[src/pkg/acs_defines.svh]
// constants of the dual channel sequencer: modes, timing, result window
// assumes nothing beyond a 10 MHz system clock
`ifndef ACS_DEFINES_SVH
`define ACS_DEFINES_SVH
`define ACS_MODE_CONT 2'h0
`define ACS_MODE_SINGLE 2'h1
`define ACS_MODE_SYNC 2'h2
`define ACS_CLK_NS 100
`define ACS_SETTLE_UNIT_NS 1000
`define ACS_SETTLE_UNIT_CYC ((`ACS_SETTLE_UNIT_NS + `ACS_CLK_NS - 1) / `ACS_CLK_NS)
`define ACS_RESULT_RESET 16'h0000
`define ACS_RES_A_BASE 8'h10
`define ACS_RES_B_BASE 8'h20
`define ACS_RES_LAST 8'h2F
`endif

[src/pkg/acs_pkg.sv]
// types and helpers of the dual channel sequencer
// assumes acs_defines.svh is on the include path
`include "acs_defines.svh"
package acs_pkg;
   typedef enum logic [1:0] {ACS_IDLE, ACS_SETTLE, ACS_CONVERT} acs_state_e;
   typedef struct packed {
      acs_state_e state;
      logic [3:0] step;
      logic [15:0] run_en;
      logic armed;
      logic halt_pend;
      logic conv_start;
      logic [15:0] conv_cfg;
   } acs_chan_s;
   typedef struct packed {
      acs_chan_s [1:0] ch;
      logic [15:0] rd_data;
   } acs_top_s;
   typedef struct packed {
      logic busy;
      logic done;
      logic [11:0] cnt;
   } acs_timer_s;
   typedef struct packed {
      logic [15:0][15:0] shadow;
      logic [15:0][15:0] live;
   } acs_bank_s;

   // first enabled step at or above from; bit 4 flags a hit
   function automatic logic [4:0] acs_find(input logic [15:0] en, input logic [4:0] from);
      logic [4:0] r;
      r = 5'h00;
      for (int i = 15; i >= 0; i--)
      begin
         if (en[i] && (5'(i) >= from))
            r = {1'b1, 4'(i)};
      end
      return r;
   endfunction

   // widens a step mask to one 16-bit lane per step
   function automatic logic [15:0][15:0] acs_keep(input logic [15:0] m);
      logic [15:0][15:0] r;
      r = '0;
      for (int i = 0; i < 16; i++)
         r[i] = {16{m[i]}};
      return r;
   endfunction
endpackage

[src/pkg/acs_link_if.sv]
// link between one channel controller, its settle timer and result bank
// assumes one clock shared by all three
`timescale 1ns/1ps
`default_nettype none
interface acs_link_if;
   logic tmr_load;
   logic [2:0] tmr_sel;
   logic tmr_done;
   logic wr;
   logic [3:0] wr_step;
   logic [15:0] wr_data;
   logic commit;
   logic [15:0] commit_mask;
   logic clear;
   logic [3:0] rd_step;
   logic [15:0] rd_data;
   modport ctrl (output tmr_load, tmr_sel, wr, wr_step, wr_data, commit, commit_mask, clear,
      rd_step, input tmr_done, rd_data);
   modport timer (input tmr_load, tmr_sel, output tmr_done);
   modport bank (input wr, wr_step, wr_data, commit, commit_mask, clear, rd_step,
      output rd_data);
endinterface
`default_nettype wire

[src/rtl/acs_result_bank.sv]
// per-channel results: a shadow bank filled during a run, copied all at once,
// disabled steps zeroed, into the readable bank at run end; assumes one clock
`timescale 1ns/1ps
`default_nettype none
module acs_result_bank
   import acs_pkg::*;
(
   input wire logic clk, // system clock
   input wire logic rst_n, // async reset, active low
   acs_link_if.bank lnk // writes, commit, clear and read
);
   acs_bank_s st_reg;
   acs_bank_s st_next;

   always_comb
   begin
      st_next = st_reg;
      if (lnk.wr)
         st_next.shadow[lnk.wr_step] = lnk.wr_data;
      if (lnk.clear)
         st_next.live = '0;
      else if (lnk.commit)
         st_next.live = st_next.shadow & acs_keep(lnk.commit_mask);
   end

   always_ff @(posedge clk or negedge rst_n)
   begin
      if (!rst_n)
         st_reg <= '0;
      else
         st_reg <= st_next;
   end

   assign lnk.rd_data = st_reg.live[lnk.rd_step];
endmodule
`default_nettype wire

[src/rtl/acs_settle_timer.sv]
// settling delay counter: load starts it, done pulses after the delay
// assumes load is a one-cycle pulse from the channel controller
`timescale 1ns/1ps
`default_nettype none
module acs_settle_timer
   import acs_pkg::*;
(
   input wire logic clk, // system clock
   input wire logic rst_n, // async reset, active low
   acs_link_if.timer lnk // load, select and done
);
   acs_timer_s st_reg;
   acs_timer_s st_next;

   always_comb
   begin
      st_next = st_reg;
      st_next.done = 1'b0;
      if (lnk.tmr_load)
      begin
         st_next.busy = 1'b1;
         st_next.cnt = (12'(`ACS_SETTLE_UNIT_CYC) << lnk.tmr_sel) - 12'h001;
      end
      else if (st_reg.busy)
      begin
         if (st_reg.cnt == 12'h001)
         begin
            st_next.busy = 1'b0;
            st_next.done = 1'b1;
         end
         else
            st_next.cnt = st_reg.cnt - 12'h001;
      end
   end

   always_ff @(posedge clk or negedge rst_n)
   begin
      if (!rst_n)
         st_reg <= '0;
      else
         st_reg <= st_next;
   end

   assign lnk.tmr_done = st_reg.done;
endmodule
`default_nettype wire

[src/rtl/acs_top.sv]
// two independent sequencers for the secondary converters A and B
// assumes control strobes come from the serial block on CLK_SYS
// Behaviour
// - sixteen steps, each enabled step converts exactly once per run.
// - each step's gain and input selection go to the converter first.
// - runs start at step 0 and climb, skipping disabled steps.
// - a settling delay, chosen by one 3-bit field, precedes each conversion.
// - running flag is high exactly while a run is in progress.
// - launch while the converter is disabled is ignored.
// - 16-bit step results readable in the window 10h to 2Fh.
// - on run completion disabled steps read zero.
// - all results update together at run end, never mixing runs.
// - two-bit mode picks continuous, single-shot or primary-synchronized.
// - continuous mode repeats runs back to back until halted.
// - launch during a run in continuous or single mode restarts it.
// - halt in continuous mode finishes the run; halt reads one until stopped.
// - disable, standby or power-down aborts the run at once.
// - launch and halt together: launch wins.
// - results persist; cleared only by reset, disable or sleep.
// - single-shot: one run per launch, halt does nothing.
// - synchronized: primary start triggers a run only when idle.
// - launch takes effect at the CRC word's last serial clock edge.
`timescale 1ns/1ps
`default_nettype none
module acs_top
   import acs_pkg::*;
(
   input wire logic CLK_SYS, // system clock, 10 MHz
   input wire logic RESET_N, // async reset, active low
   input wire logic [1:0] SEQ_LAUNCH, // launch pulse per channel
   input wire logic [1:0] SEQ_HALT, // halt pulse per channel
   input wire logic [1:0][1:0] SEQ_MODE_SEL, // sequence mode per channel
   input wire logic [1:0] SECONDARY_CONV_ENABLE, // converter enable per channel
   input wire logic DEVICE_SLEEP, // standby or power-down
   input wire logic [1:0][15:0] STEP_ENABLE, // step enables per channel
   input wire logic [1:0][2:0] SETTLE_DELAY_SEL, // settle delay select
   input wire logic [1:0][15:0][15:0] STEP_INPUT_CONFIG, // per-step gain and inputs
   input wire logic [1:0] PRIMARY_LAUNCH, // primary conversion start pulse
   output logic [1:0] CONV_START, // conversion start pulse
   output logic [1:0][15:0] CONV_CFG, // gain and input selection
   input wire logic [1:0] CONV_DONE, // conversion done pulse
   input wire logic [1:0][15:0] CONV_DATA, // conversion result
   output logic [1:0] SEQ_RUNNING_FLAG, // run in progress
   output logic [1:0] SEQ_HALT_PENDING, // halt bit readback
   input wire logic [7:0] RESULT_RD_ADDR, // result read address
   output logic [15:0] RESULT_RD_DATA // result read data
);
   acs_top_s st_reg;
   acs_top_s st_next;
   logic [1:0] tmr_load;
   logic [1:0] tmr_done;
   logic [1:0] bank_wr;
   logic [1:0] bank_commit;
   logic [1:0] bank_clear;
   logic [1:0][3:0] wr_step;
   logic [1:0][15:0] wr_data;
   logic [1:0][15:0] commit_mask;
   logic [1:0][15:0] rd_data;

   for (genvar g = 0; g < 2; g++)
   begin : g_ch
      // one full sequencer per converter
      acs_link_if lnk();
      assign lnk.tmr_load = tmr_load[g];
      assign lnk.tmr_sel = SETTLE_DELAY_SEL[g];
      assign lnk.wr = bank_wr[g];
      assign lnk.wr_step = wr_step[g];
      assign lnk.wr_data = wr_data[g];
      assign lnk.commit = bank_commit[g];
      assign lnk.commit_mask = commit_mask[g];
      assign lnk.clear = bank_clear[g];
      assign lnk.rd_step = RESULT_RD_ADDR[3:0];
      assign tmr_done[g] = lnk.tmr_done;
      assign rd_data[g] = lnk.rd_data;

      acs_settle_timer u_timer (
         .clk(CLK_SYS),
         .rst_n(RESET_N),
         .lnk(lnk)
      );

      acs_result_bank u_bank (
         .clk(CLK_SYS),
         .rst_n(RESET_N),
         .lnk(lnk)
      );

      assign CONV_START[g] = st_reg.ch[g].conv_start;
      assign CONV_CFG[g] = st_reg.ch[g].conv_cfg;
      assign SEQ_RUNNING_FLAG[g] = (st_reg.ch[g].state != ACS_IDLE);
      assign SEQ_HALT_PENDING[g] = st_reg.ch[g].halt_pend;
   end

   always_comb
   begin
      logic [4:0] f;
      logic go;
      logic on;
      f = 5'h00;
      go = 1'b0;
      on = 1'b0;
      st_next = st_reg;
      tmr_load = '0;
      bank_wr = '0;
      bank_commit = '0;
      bank_clear = '0;
      wr_step = '0;
      wr_data = '0;
      commit_mask = '0;
      for (int c = 0; c < 2; c++)
      begin
         st_next.ch[c].conv_start = 1'b0;
         go = 1'b0;
         on = SECONDARY_CONV_ENABLE[c] && !DEVICE_SLEEP;
         if (!on)
         begin
            // abort mid-step, drop arming and results
            st_next.ch[c].state = ACS_IDLE;
            st_next.ch[c].armed = 1'b0;
            st_next.ch[c].halt_pend = 1'b0;
            bank_clear[c] = 1'b1;
         end
         else
         begin
            if (SEQ_LAUNCH[c])
            begin
               st_next.ch[c].halt_pend = 1'b0;
               if (SEQ_MODE_SEL[c] == `ACS_MODE_SYNC)
               begin
                  st_next.ch[c].armed = 1'b1;
                  go = (st_reg.ch[c].state == ACS_IDLE);
               end
               else
                  go = 1'b1;
            end
            else if (SEQ_HALT[c] && SEQ_MODE_SEL[c] == `ACS_MODE_CONT &&
               st_reg.ch[c].state != ACS_IDLE)
               st_next.ch[c].halt_pend = 1'b1;
            else if (SEQ_MODE_SEL[c] == `ACS_MODE_SYNC && st_reg.ch[c].armed &&
               PRIMARY_LAUNCH[c] && st_reg.ch[c].state == ACS_IDLE)
               go = 1'b1;

            if (!go)
            begin
               case (st_reg.ch[c].state)
                  ACS_SETTLE:
                  begin
                     if (tmr_done[c])
                     begin
                        st_next.ch[c].conv_start = 1'b1;
                        st_next.ch[c].state = ACS_CONVERT;
                     end
                  end
                  ACS_CONVERT:
                  begin
                     if (CONV_DONE[c])
                     begin
                        bank_wr[c] = 1'b1;
                        wr_step[c] = st_reg.ch[c].step;
                        wr_data[c] = CONV_DATA[c];
                        f = acs_find(st_reg.ch[c].run_en, {1'b0, st_reg.ch[c].step} + 5'h01);
                        if (f[4])
                        begin
                           st_next.ch[c].step = f[3:0];
                           st_next.ch[c].conv_cfg = STEP_INPUT_CONFIG[c][f[3:0]];
                           st_next.ch[c].state = ACS_SETTLE;
                           tmr_load[c] = 1'b1;
                        end
                        else
                        begin
                           bank_commit[c] = 1'b1;
                           commit_mask[c] = st_reg.ch[c].run_en;
                           if (SEQ_MODE_SEL[c] == `ACS_MODE_CONT && !st_next.ch[c].halt_pend)
                              go = 1'b1;
                           else
                           begin
                              st_next.ch[c].state = ACS_IDLE;
                              st_next.ch[c].halt_pend = 1'b0;
                           end
                        end
                     end
                  end
                  default:
                  begin
                  end
               endcase
            end

            if (go)
            begin
               // a fresh run from the lowest enabled step
               st_next.ch[c].run_en = STEP_ENABLE[c];
               f = acs_find(STEP_ENABLE[c], 5'h00);
               if (f[4])
               begin
                  st_next.ch[c].step = f[3:0];
                  st_next.ch[c].conv_cfg = STEP_INPUT_CONFIG[c][f[3:0]];
                  st_next.ch[c].state = ACS_SETTLE;
                  tmr_load[c] = 1'b1;
               end
               else
               begin
                  // nothing enabled: publish all zeros and stop
                  st_next.ch[c].state = ACS_IDLE;
                  st_next.ch[c].halt_pend = 1'b0;
                  bank_commit[c] = 1'b1;
                  commit_mask[c] = 16'h0000;
               end
            end
         end
      end

      st_next.rd_data = `ACS_RESULT_RESET;
      if (RESULT_RD_ADDR >= `ACS_RES_A_BASE && RESULT_RD_ADDR < `ACS_RES_B_BASE)
         st_next.rd_data = rd_data[0];
      else if (RESULT_RD_ADDR >= `ACS_RES_B_BASE && RESULT_RD_ADDR <= `ACS_RES_LAST)
         st_next.rd_data = rd_data[1];
   end

   always_ff @(posedge CLK_SYS or negedge RESET_N)
   begin
      if (!RESET_N)
         st_reg <= '0;
      else
         st_reg <= st_next;
   end

   assign RESULT_RD_DATA = st_reg.rd_data;

   for (genvar g = 0; g < 2; g++)
   begin : g_chk

   end
endmodule
`default_nettype wire

[config.mk]
export PLATFORM = sky130hd
export DESIGN_NAME = acs_top
export DESIGN_NICKNAME = d
export VERILOG_FILES = /design/src/pkg/acs_pkg.sv /design/src/pkg/acs_link_if.sv /design/src/rtl/acs_result_bank.sv /design/src/rtl/acs_settle_timer.sv /design/src/rtl/acs_top.sv
export VERILOG_INCLUDE_DIRS = /design/src /design/src/pkg
export SDC_FILE = /design/constraint.sdc
export NUM_CORES = 2
export LEC_CHECK = 0
export BUFFER_PORTS_ARGS = -buffer_cell sky130_fd_sc_hd__buf_2
export CELL_PAD_IN_SITES_DETAIL_PLACEMENT = 2
export CELL_PAD_IN_SITES_GLOBAL_PLACEMENT = 2
export CORE_ASPECT_RATIO = 0.8
export CORE_MARGIN = 2
export CORE_UTILIZATION = 39
export CTS_CLUSTER_SIZE = 30
export DETAILED_ROUTE_END_ITERATION = 8
export GPL_TIMING_DRIVEN = 0
export PLACE_DENSITY_LB_ADDON = 0.1
export SLEW_MARGIN = 20
export SYNTH_ARGS = -nofsm -noshare
export SYNTH_HDL_FRONTEND = slang
export SYNTH_SLANG_ARGS = --single-unit
[constraint.sdc]
create_clock -name CLK_SYS -period 5.1 [get_ports CLK_SYS]
set_input_delay 0 -clock CLK_SYS [delete_from_list [all_inputs] [get_ports CLK_SYS]]
set_output_delay 0 -clock CLK_SYS [all_outputs]
set_load 0.01 [all_outputs]
==> After elaboration in Yosys (flattened, before gate mapping) <==
Index checks and enable logic that the tools add are counted.
{ "word_totals": {"register_bits": 1150, "wordCells": 503} }
{ "classes": {"addsub": 6, "magnitude_cmp": 45, "n_eq_ne": 26, "shift": 2, "muxes": 268, "n_bitwise": 2, "n_reduce_logical": 69} }
{ "op_table": {"columns": ["operator", "n"], "rows": [
  ["$mux 256", 6],
  ["$mux 16", 42],
  ["$and 256x256->256", 2],
  ["$bwmux 256", 2],
  ["$bmux 16 s4", 6],
  ["$mux 5", 76],
  ["$demux 16 s4", 2],
  ["$mux 1", 90],
  ["$ge 4x5->1 const A", 16],
  ["$mux 4", 14],
  ["$logic_and 1x1->1", 50],
  ["$mux 12", 4],
  ["$sub 12x1->12 const B", 4],
  ["$mux 22", 2],
  ["$ge 3x5->1 const A", 8],
  ["$mux 18", 2],
  ["$lt 4x5->1 const B", 7],
  ["$mux 17", 2],
  ["$mux 14", 2],
  ["$eq 12x1->1 const B", 2],
  ["$mux 2", 12],
  ["$mux 6", 4],
  ["$shl 4x3->12 const A", 2],
  ["$ge 1x5->1 const A", 4],
  ["other kinds (22)", 57]
]} }

==> Logic depth before layout (Yosys ltp) <==
{ "logic_depth": {"ltp_word": 36, "depth_mapped": 19, "ltp_nobuf": 13} }

==> Modules after synthesis <==
Synthesis repeated with hierarchy kept, for this count alone.
{ "unflattened": {"cells_unflattened": 5028, "area_unflattened_um2": 60135.2} }
{ "modules_own_cells": {"columns": ["mod", "n_inst", "cells_per_inst", "area_per_inst_um2", "seq_area_each_um2"], "rows": [
  ["acs_result_bank (g_ch[1].u_bank)", 1, 1314, 20946.3, 12812.3],
  ["acs_result_bank (g_ch[0].u_bank)", 1, 1318, 20842.5, 12812.3],
  ["acs_top", 1, 2186, 16492.1, 2452.4],
  ["acs_settle_timer", 2, 105, 927.1, 350.3]
]} }

==> Worst setup path after synthesis <==
OpenSTA, ideal clock, no wires.
{ "synth_path": {"kind": "register to register", "startpoint": "register st_reg[51] (netlist name)", "endpoint": "register st_reg (netlist bit CONV_CFG[3])", "t_arrival_ns": 3.982, "t_required_ns": 4.955, "path_slack_ns": 0.973, "path_stages_with_launch": 17, "path_buffers": 4, "cell_sequence": "dfrtp_1 buf_2 clkbuf_1 inv_1 ha_1 clkbuf_1 a21oi_1 a21boi_0 o41ai_1 nand2_1 or4b_4 o21a_1 nor2_4 buf_4 nor2_1 o41ai_2 o2111ai_1"} }
{ "synth_between": {"elab_chain_cells": 31} }
{ "synth_lines": {"columns": ["element", "line_no", "source"], "rows": [
  ["from (decl)", "acs_top.sv:48", "acs_top_s st_reg;"],
  ["from (signal assigned)", "acs_top.sv:225", "st_reg <= st_next;"],
  ["$add 4x1->5 (*)", "acs_top.sv:161", "f = acs_find(st_reg.ch[c].run_en, {1'b0, st_reg.ch[c].step} + 5'h01);"],
  ["$ge 4x5->1", "acs_pkg.sv:35", "if (en[i] && (5'(i) >= from))"],
  ["$logic_and 1x1->1", "acs_pkg.sv:35", null],
  ["$mux 5 (15 in series)", "acs_pkg.sv:35", null],
  ["$mux 5 (*)", "acs_pkg.sv:35", null],
  ["$mux 5 (*)", "acs_top.sv:156", "if (CONV_DONE[c])"],
  ["$mux 5 (*)", "acs_top.sv:145", "case (st_reg.ch[c].state)"],
  ["$mux 5 (*)", "acs_top.sv:143", "if (!go)"],
  ["$mux 5 (*)", "acs_top.sv:115", "if (!on)"],
  ["$bmux 16 s4", "acs_top.sv:165", "st_next.ch[c].conv_cfg = STEP_INPUT_CONFIG[c][f[3:0]];"],
  ["$mux 16 (implied by the code)", "acs_top.sv:165", null],
  ["$mux 16", "acs_top.sv:162", "if (f[4])"],
  ["$mux 16", "acs_top.sv:156", null],
  ["$mux 16", "acs_top.sv:145", null],
  ["$mux 18", "acs_top.sv:143", null],
  ["$mux 16", "acs_top.sv:194", "if (f[4])"],
  ["$mux 16 (*)", "acs_top.sv:189", "if (go)"]
]} }
Every way passes the cells marked *; elsewhere a longest branch is shown, timed or not. The select of a mux whose other input is x is not followed.
A chain may end at the register's enable or synchronous reset.

==> Final worst setup path <==
{ "layout_path": {"startpoint": "register st_reg[92] (netlist name)", "endpoint": "register st_reg (netlist bit CONV_CFG[22])"} }
The elaborated chain is that of the path after synthesis.

==> results.txt <==
----------------------------------------------------
[Power and ir drop]
  Largest voltage drop on the vdd net ... 0.2552 mV
  Clock share of power ... 0.353
  Power per cell area ... 366.5 nW/um^2
  Internal Pwr Total ... 17630 uW
  Total power draw ... 27930 uW
  Static power due to leakage ... 0.03450 uW
  Sequential share of power ... 0.342
  Proportion of power drawn by combinational gates ... 0.305
  Net switching power ... 10300 uW
  Share of total power consumed by net switching ... 0.3687

[Logic synthesis]
  Main synth FF type ... sky130_fd_sc_hd__dfrtp_1
  Fraction of synthesized cell area taken by the top area cell type ... 0.4915
  Complex-gate fraction of the synthesized area ... 0.1747
  Arithmetic-cell share of the synthesized area counting full adders, half adders and majority gates ... 0.003633
  Share of synthesized flip-flops with an asynchronous set or reset ... 1.000
  Syn Inst Count ... 5164
  Largest family of logic cells by synthesized area ... multiplexers
  Number of nets in the synthesized netlist ... 5788
  Top cells by area, synth ... sky130_fd_sc_hd__dfrtp_1 (49%), sky130_fd_sc_hd__a32o_1 (8.8%), sky130_fd_sc_hd__mux2_2 (7.8%)
  Cell type contributing the most total cell area after synthesis ... sky130_fd_sc_hd__dfrtp_1
  Number of synthesized flops with an enable pin ... 0
  Post-synthesis mux area share ... 0.1873
  Mean instance size in the synthesized netlist ... 11.34 sq um
  Seq/Total Area, Yosys ... 0.4915
  Number of warnings issued by yosys ... 0
  Fraction of synthesized cell area in xor and xnor cells ... 0.002543
  Register bit total from synthesis ... 1150
  Synthesized-area fraction occupied by and/or/nand/nor cells ... 0.09619
  Synth Cell Area ... 58550 sq um
  Distinct cell type count after synthesis ... 87

[Global route]
  Overall fraction of global-route tracks in use ... 0.4200
  Grt ovf ... 0
  Vias in the first global route ... 64300
  Number of antenna violations at the first check in global routing ... 108
  Pin count of the biggest net entering global routing ... 128
  First-pass GRT wire length ... 468800 um

[Final layout]
  Number of flip-flops under the largest register name ... 1024
  Fillers ... 14725
  Fraction of final layout cells with drive strength greater than 1 ... 0.2659
  Layout Utilization ... 0.5098
  Final net count ... 7212
  Area Overhead vs Synth ... 30.18%

[Hold path]
  Path class of the lowest-slack min-delay path ... primary input to register

[Critical path]
  Worst path max stage delay ... 1.55 ns
  CP Class ... register to register
  Series of cell instances along the critical path ... buf_4 > clkinv_2 > ha_1 > buf_2 > o41ai_2 > a21oi_1 > o21ai_0 > a22o_1 > a21o_1 > buf_2 > buf_4 > buf_2 > buf_2 > nand2_1 > a32oi_1 > a31oi_1 > a211oi_2
  Cell family with most CP delay ... compound AO/OA/AOI/OAI gates
  Startpoint types ... register
  Data arrival time at the worst-slack endpoint ... 7.72 ns
  Most prevalent standard cell on the critical path ... sky130_fd_sc_hd__buf_2
  Worst-case register-to-register setup slack ... -1.94 ns
  Total buffers and inverters traversed by the critical path ... 7
  Critical-path maximum fanout ... 10
  Crit end category ... register
  Slowest-stage cell, CP ... sky130_fd_sc_hd__a32oi_1
  Critical path data required time ... 5.77 ns

[Clock network]
  Clock transition at path regs ... 0.07 ns
  Source-to-sink clock delay at the later pin of the worst-skew pair ... 0.81 ns
  H-tree levels ... 4
  Clock root cell ... sky130_fd_sc_hd__clkbuf_16
  Clk sinks ... 1150
  Max Root-Sink Buffers ... 3
  Clock tree from TritonCTS ... yes
  Cts bufs inserted ... 130

[Drt]
  Final routed wirelength across all metal layers ... 346000 um
  DRT met1 WL ... 129500 um
  Topmost layer with routed signal wires ... met5
  Via count ... 61128
  DRT iter0 DRCs ... 8756
  Routed length on met3 ... 39820 um
  Detail-routed net length per standard cell ... 39.19 um
  Average via count per standard cell ... 6.923
  Length of routed met2 wiring ... 147000 um
  1st-pass router iterations ... 9
  Remaining antenna violation count ... 0
  DRC violations left ... 23

[STA]
  Number of pins with negative max-slew slack in the final report ... 2
  Final worst path period need ... 7.042 ns
  Finish-stage setup viols ... 20
  Worst max-slew margin expressed relative to the limit ... -0.2648
  Worst Max-Slew Pin Slew ... 1.897 ns
  Worst setup skew after layout ... 0.06302 ns
  Number of endpoints with negative hold slack in the final report ... 0
  Maximum clock frequency ... 0.1420 GHz
  Final worst-path cycle share ... 1.381
  Worst Setup Slack, final ... -1.942 ns

[Floorplan]
  Height of the chip ... 350.6 um
  Cell row count ... 127
  Die ar. ... 153300 sq um
  Count of pins on the block boundary ... 661
  Chip width ... 437.2 um
  Placeable Area ... 149500 sq um
  Initial core utilization ... 0.3916

[Flow run]
  Maximum capacitance violations ... 1

[Place]
  Input/output buffers ... 653
  Weighted congestion at the end of routability-driven global placement ... 0.9805
  HPWL reported at the end of detailed placement ... 208000 um

[Run status]
  Outcome ... finished, violations left
  Violations in the final reports ... DRC, capacitance limit, slew limit, setup timing

----------------------------------------------------
==> cells in the mapped netlist (9+ instances only) <==
library cell / n
sky130_fd_sc_hd__dfrtp_1: 1150
sky130_fd_sc_hd__nand2_1: 812
sky130_fd_sc_hd__a32o_1: 515
sky130_fd_sc_hd__mux2_2: 406
sky130_fd_sc_hd__clkbuf_1: 342
sky130_fd_sc_hd__o21ai_0: 244
sky130_fd_sc_hd__mux2i_1: 215
sky130_fd_sc_hd__mux4_2: 183
sky130_fd_sc_hd__nand3_1: 121
sky130_fd_sc_hd__a21oi_1: 93
sky130_fd_sc_hd__nor2_1: 91
sky130_fd_sc_hd__buf_2: 67
sky130_fd_sc_hd__inv_1: 64
sky130_fd_sc_hd__o22ai_1: 64
sky130_fd_sc_hd__buf_4: 63
sky130_fd_sc_hd__buf_1: 62
sky130_fd_sc_hd__and3_1: 61
sky130_fd_sc_hd__nor3_1: 58
sky130_fd_sc_hd__a311oi_1: 50
sky130_fd_sc_hd__a31oi_1: 46
sky130_fd_sc_hd__o211ai_1: 34
sky130_fd_sc_hd__nand2b_1: 27
sky130_fd_sc_hd__a211oi_1: 26
sky130_fd_sc_hd__nor2b_1: 22
sky130_fd_sc_hd__a221oi_1: 21
sky130_fd_sc_hd__a32oi_1: 21
sky130_fd_sc_hd__nor4_1: 18
sky130_fd_sc_hd__o221ai_1: 18
sky130_fd_sc_hd__ha_1: 17
sky130_fd_sc_hd__a211o_1: 16
sky130_fd_sc_hd__a221o_1: 16
sky130_fd_sc_hd__a22oi_1: 13
sky130_fd_sc_hd__xnor2_1: 13
sky130_fd_sc_hd__o21ai_1: 12
sky130_fd_sc_hd__a21o_1: 11
sky130_fd_sc_hd__mux2_1: 11
sky130_fd_sc_hd__and2_1: 10
sky130_fd_sc_hd__a2111oi_0: 9
sky130_fd_sc_hd__a22o_1: 9
sky130_fd_sc_hd__nand4_1: 9
sky130_fd_sc_hd__or3_1: 9
==> layer usage <==
| layer | vias to the layer above | track usage |
|---|---|---|
| li1 | 22630 | - |
| met1 | 31509 | 0.5259 |
| met2 | 4874 | 0.6265 |
| met3 | 2059 | 0.1442 |
| met4 | 56 | 0.2540 |
| met5 | - | 0.007134 |
==> through the flow <==
step	cells	TNS [ns]	worst slack (ns)	hold WS, ns	cell area, sq um
after floorplan	5164	0	0.9732	-0.2956	58550
after global placement	7816	-	-21.49	0.2588	64320
after detailed placement	7832	-227.41	-0.9399	0.009164	64720
after CTS	8677	0	0.0001052	0.0001940	75510
after global routing	8785	-7.412	-1.567	0.05652	76110
final	8830	-6.607	-1.942	0.04911	76220
==> path summary, 6_finish.rpt <==
path / to / cells past startpoint / startpoint
setup / recovery: CONV_CFG[22] / 17 / st_reg[92]
hold reg to reg: g_ch[0].u_bank.st_reg[125] / 1 / g_ch[0].u_bank.st_reg[125]
min in group asynchronous: g_ch[1].u_bank.st_reg[476] / 4 / RESET_N
setup reg to reg: CONV_CFG[22] / 17 / st_reg[92]
max in group asynchronous: st_reg[35] / 5 / RESET_N
hold / removal: CONV_CFG[12] / 6 / STEP_INPUT_CONFIG[76]
==> cell usage in the layout, fill, tap and decap left out, types with 53 or more instances in the layout <==
master	n
sky130_fd_sc_hd__diode_2	147
sky130_fd_sc_hd__clkbuf_16	133
sky130_fd_sc_hd__nor3_1	53
sky130_fd_sc_hd__nor2_1	88
sky130_fd_sc_hd__nand3_1	120
sky130_fd_sc_hd__mux2_2	406
sky130_fd_sc_hd__buf_2	733
sky130_fd_sc_hd__nand2_1	808
sky130_fd_sc_hd__mux2i_1	214
sky130_fd_sc_hd__a32o_1	515
sky130_fd_sc_hd__dfrtp_1	1148
sky130_fd_sc_hd__clkbuf_1	297
sky130_fd_sc_hd__dlygate4sd3_1	611
sky130_fd_sc_hd__inv_1	64
sky130_fd_sc_hd__o22ai_1	62
sky130_fd_sc_hd__a21oi_1	87
sky130_fd_sc_hd__and3_1	60
sky130_fd_sc_hd__buf_4	87
sky130_fd_sc_hd__o21ai_0	241
sky130_fd_sc_hd__mux4_2	183
==> cells by family (layout without fill, tap and decap cells) <==
group | Yosys count | count (layout)
DFF | 1150 | 1150
buffers and inverters | 600 | 2120
AOI/OAI and AO/OA | 1284 | 1284
xor gates and xnor gates | 17 | 17
adders and majority gates | 17 | 17
other | 0 | 147
and+or+nand+nor | 1281 | 1281
muxes | 815 | 815
==> cell type report <==
class | instances | area, sq um | area share
flip-flops and latches | 1150 | 28780 | 0.3776
inverters | 65 | 245.2 | 0.003217
clock inverters | 47 | 615.6 | 0.008076
plain buffers | 533 | 2541 | 0.03334
diodes | 147 | 367.9 | 0.004826
multi-input cells | 3414 | 27570 | 0.3616
clock buffers | 181 | 3779 | 0.04957
repair buffers | 1294 | 9827 | 0.1289
well taps | 1999 | 2501 | 0.03281
==> power groups by stage <==
stage | clock (uW) | combinational, uW | sequential (uW)
after floorplan | 0 | 3900 | 9610
after global placement | 0 | 6450 | 9670
after detailed placement | 0 | 6620 | 9670
after CTS | 9890 | 7220 | 9510
after global routing | 10300 | 8590 | 9560
final | 9870 | 8510 | 9550
==> worst reg2reg max path, cell delays in order (launching register included) <==
cell and delay, ns:
sky130_fd_sc_hd__dfrtp_2 0.45, sky130_fd_sc_hd__buf_4 0.25, sky130_fd_sc_hd__clkinv_2 0.18, sky130_fd_sc_hd__ha_1 0.37
sky130_fd_sc_hd__buf_2 0.20, sky130_fd_sc_hd__o41ai_2 0.49, sky130_fd_sc_hd__a21oi_1 0.12, sky130_fd_sc_hd__o21ai_0 0.21
sky130_fd_sc_hd__a22o_1 0.26, sky130_fd_sc_hd__a21o_1 0.14, sky130_fd_sc_hd__buf_2 0.33, sky130_fd_sc_hd__buf_4 0.32
sky130_fd_sc_hd__buf_2 0.39, sky130_fd_sc_hd__buf_2 0.42, sky130_fd_sc_hd__nand2_1 0.54, sky130_fd_sc_hd__a32oi_1 1.56
sky130_fd_sc_hd__a31oi_1 0.27, sky130_fd_sc_hd__a211oi_2 0.40
==> repair_timing <==
action | in CTS | in global routing
hold endpoints to repair | 1414 | 0
setup buffers | 5 | 8
hold buffers | 612 | 0
resized for setup | 72 | 157
pin swaps | 3 | 9
endpoints found under the setup margin | 583 | 580
Power figures use the tool's default switching activity.
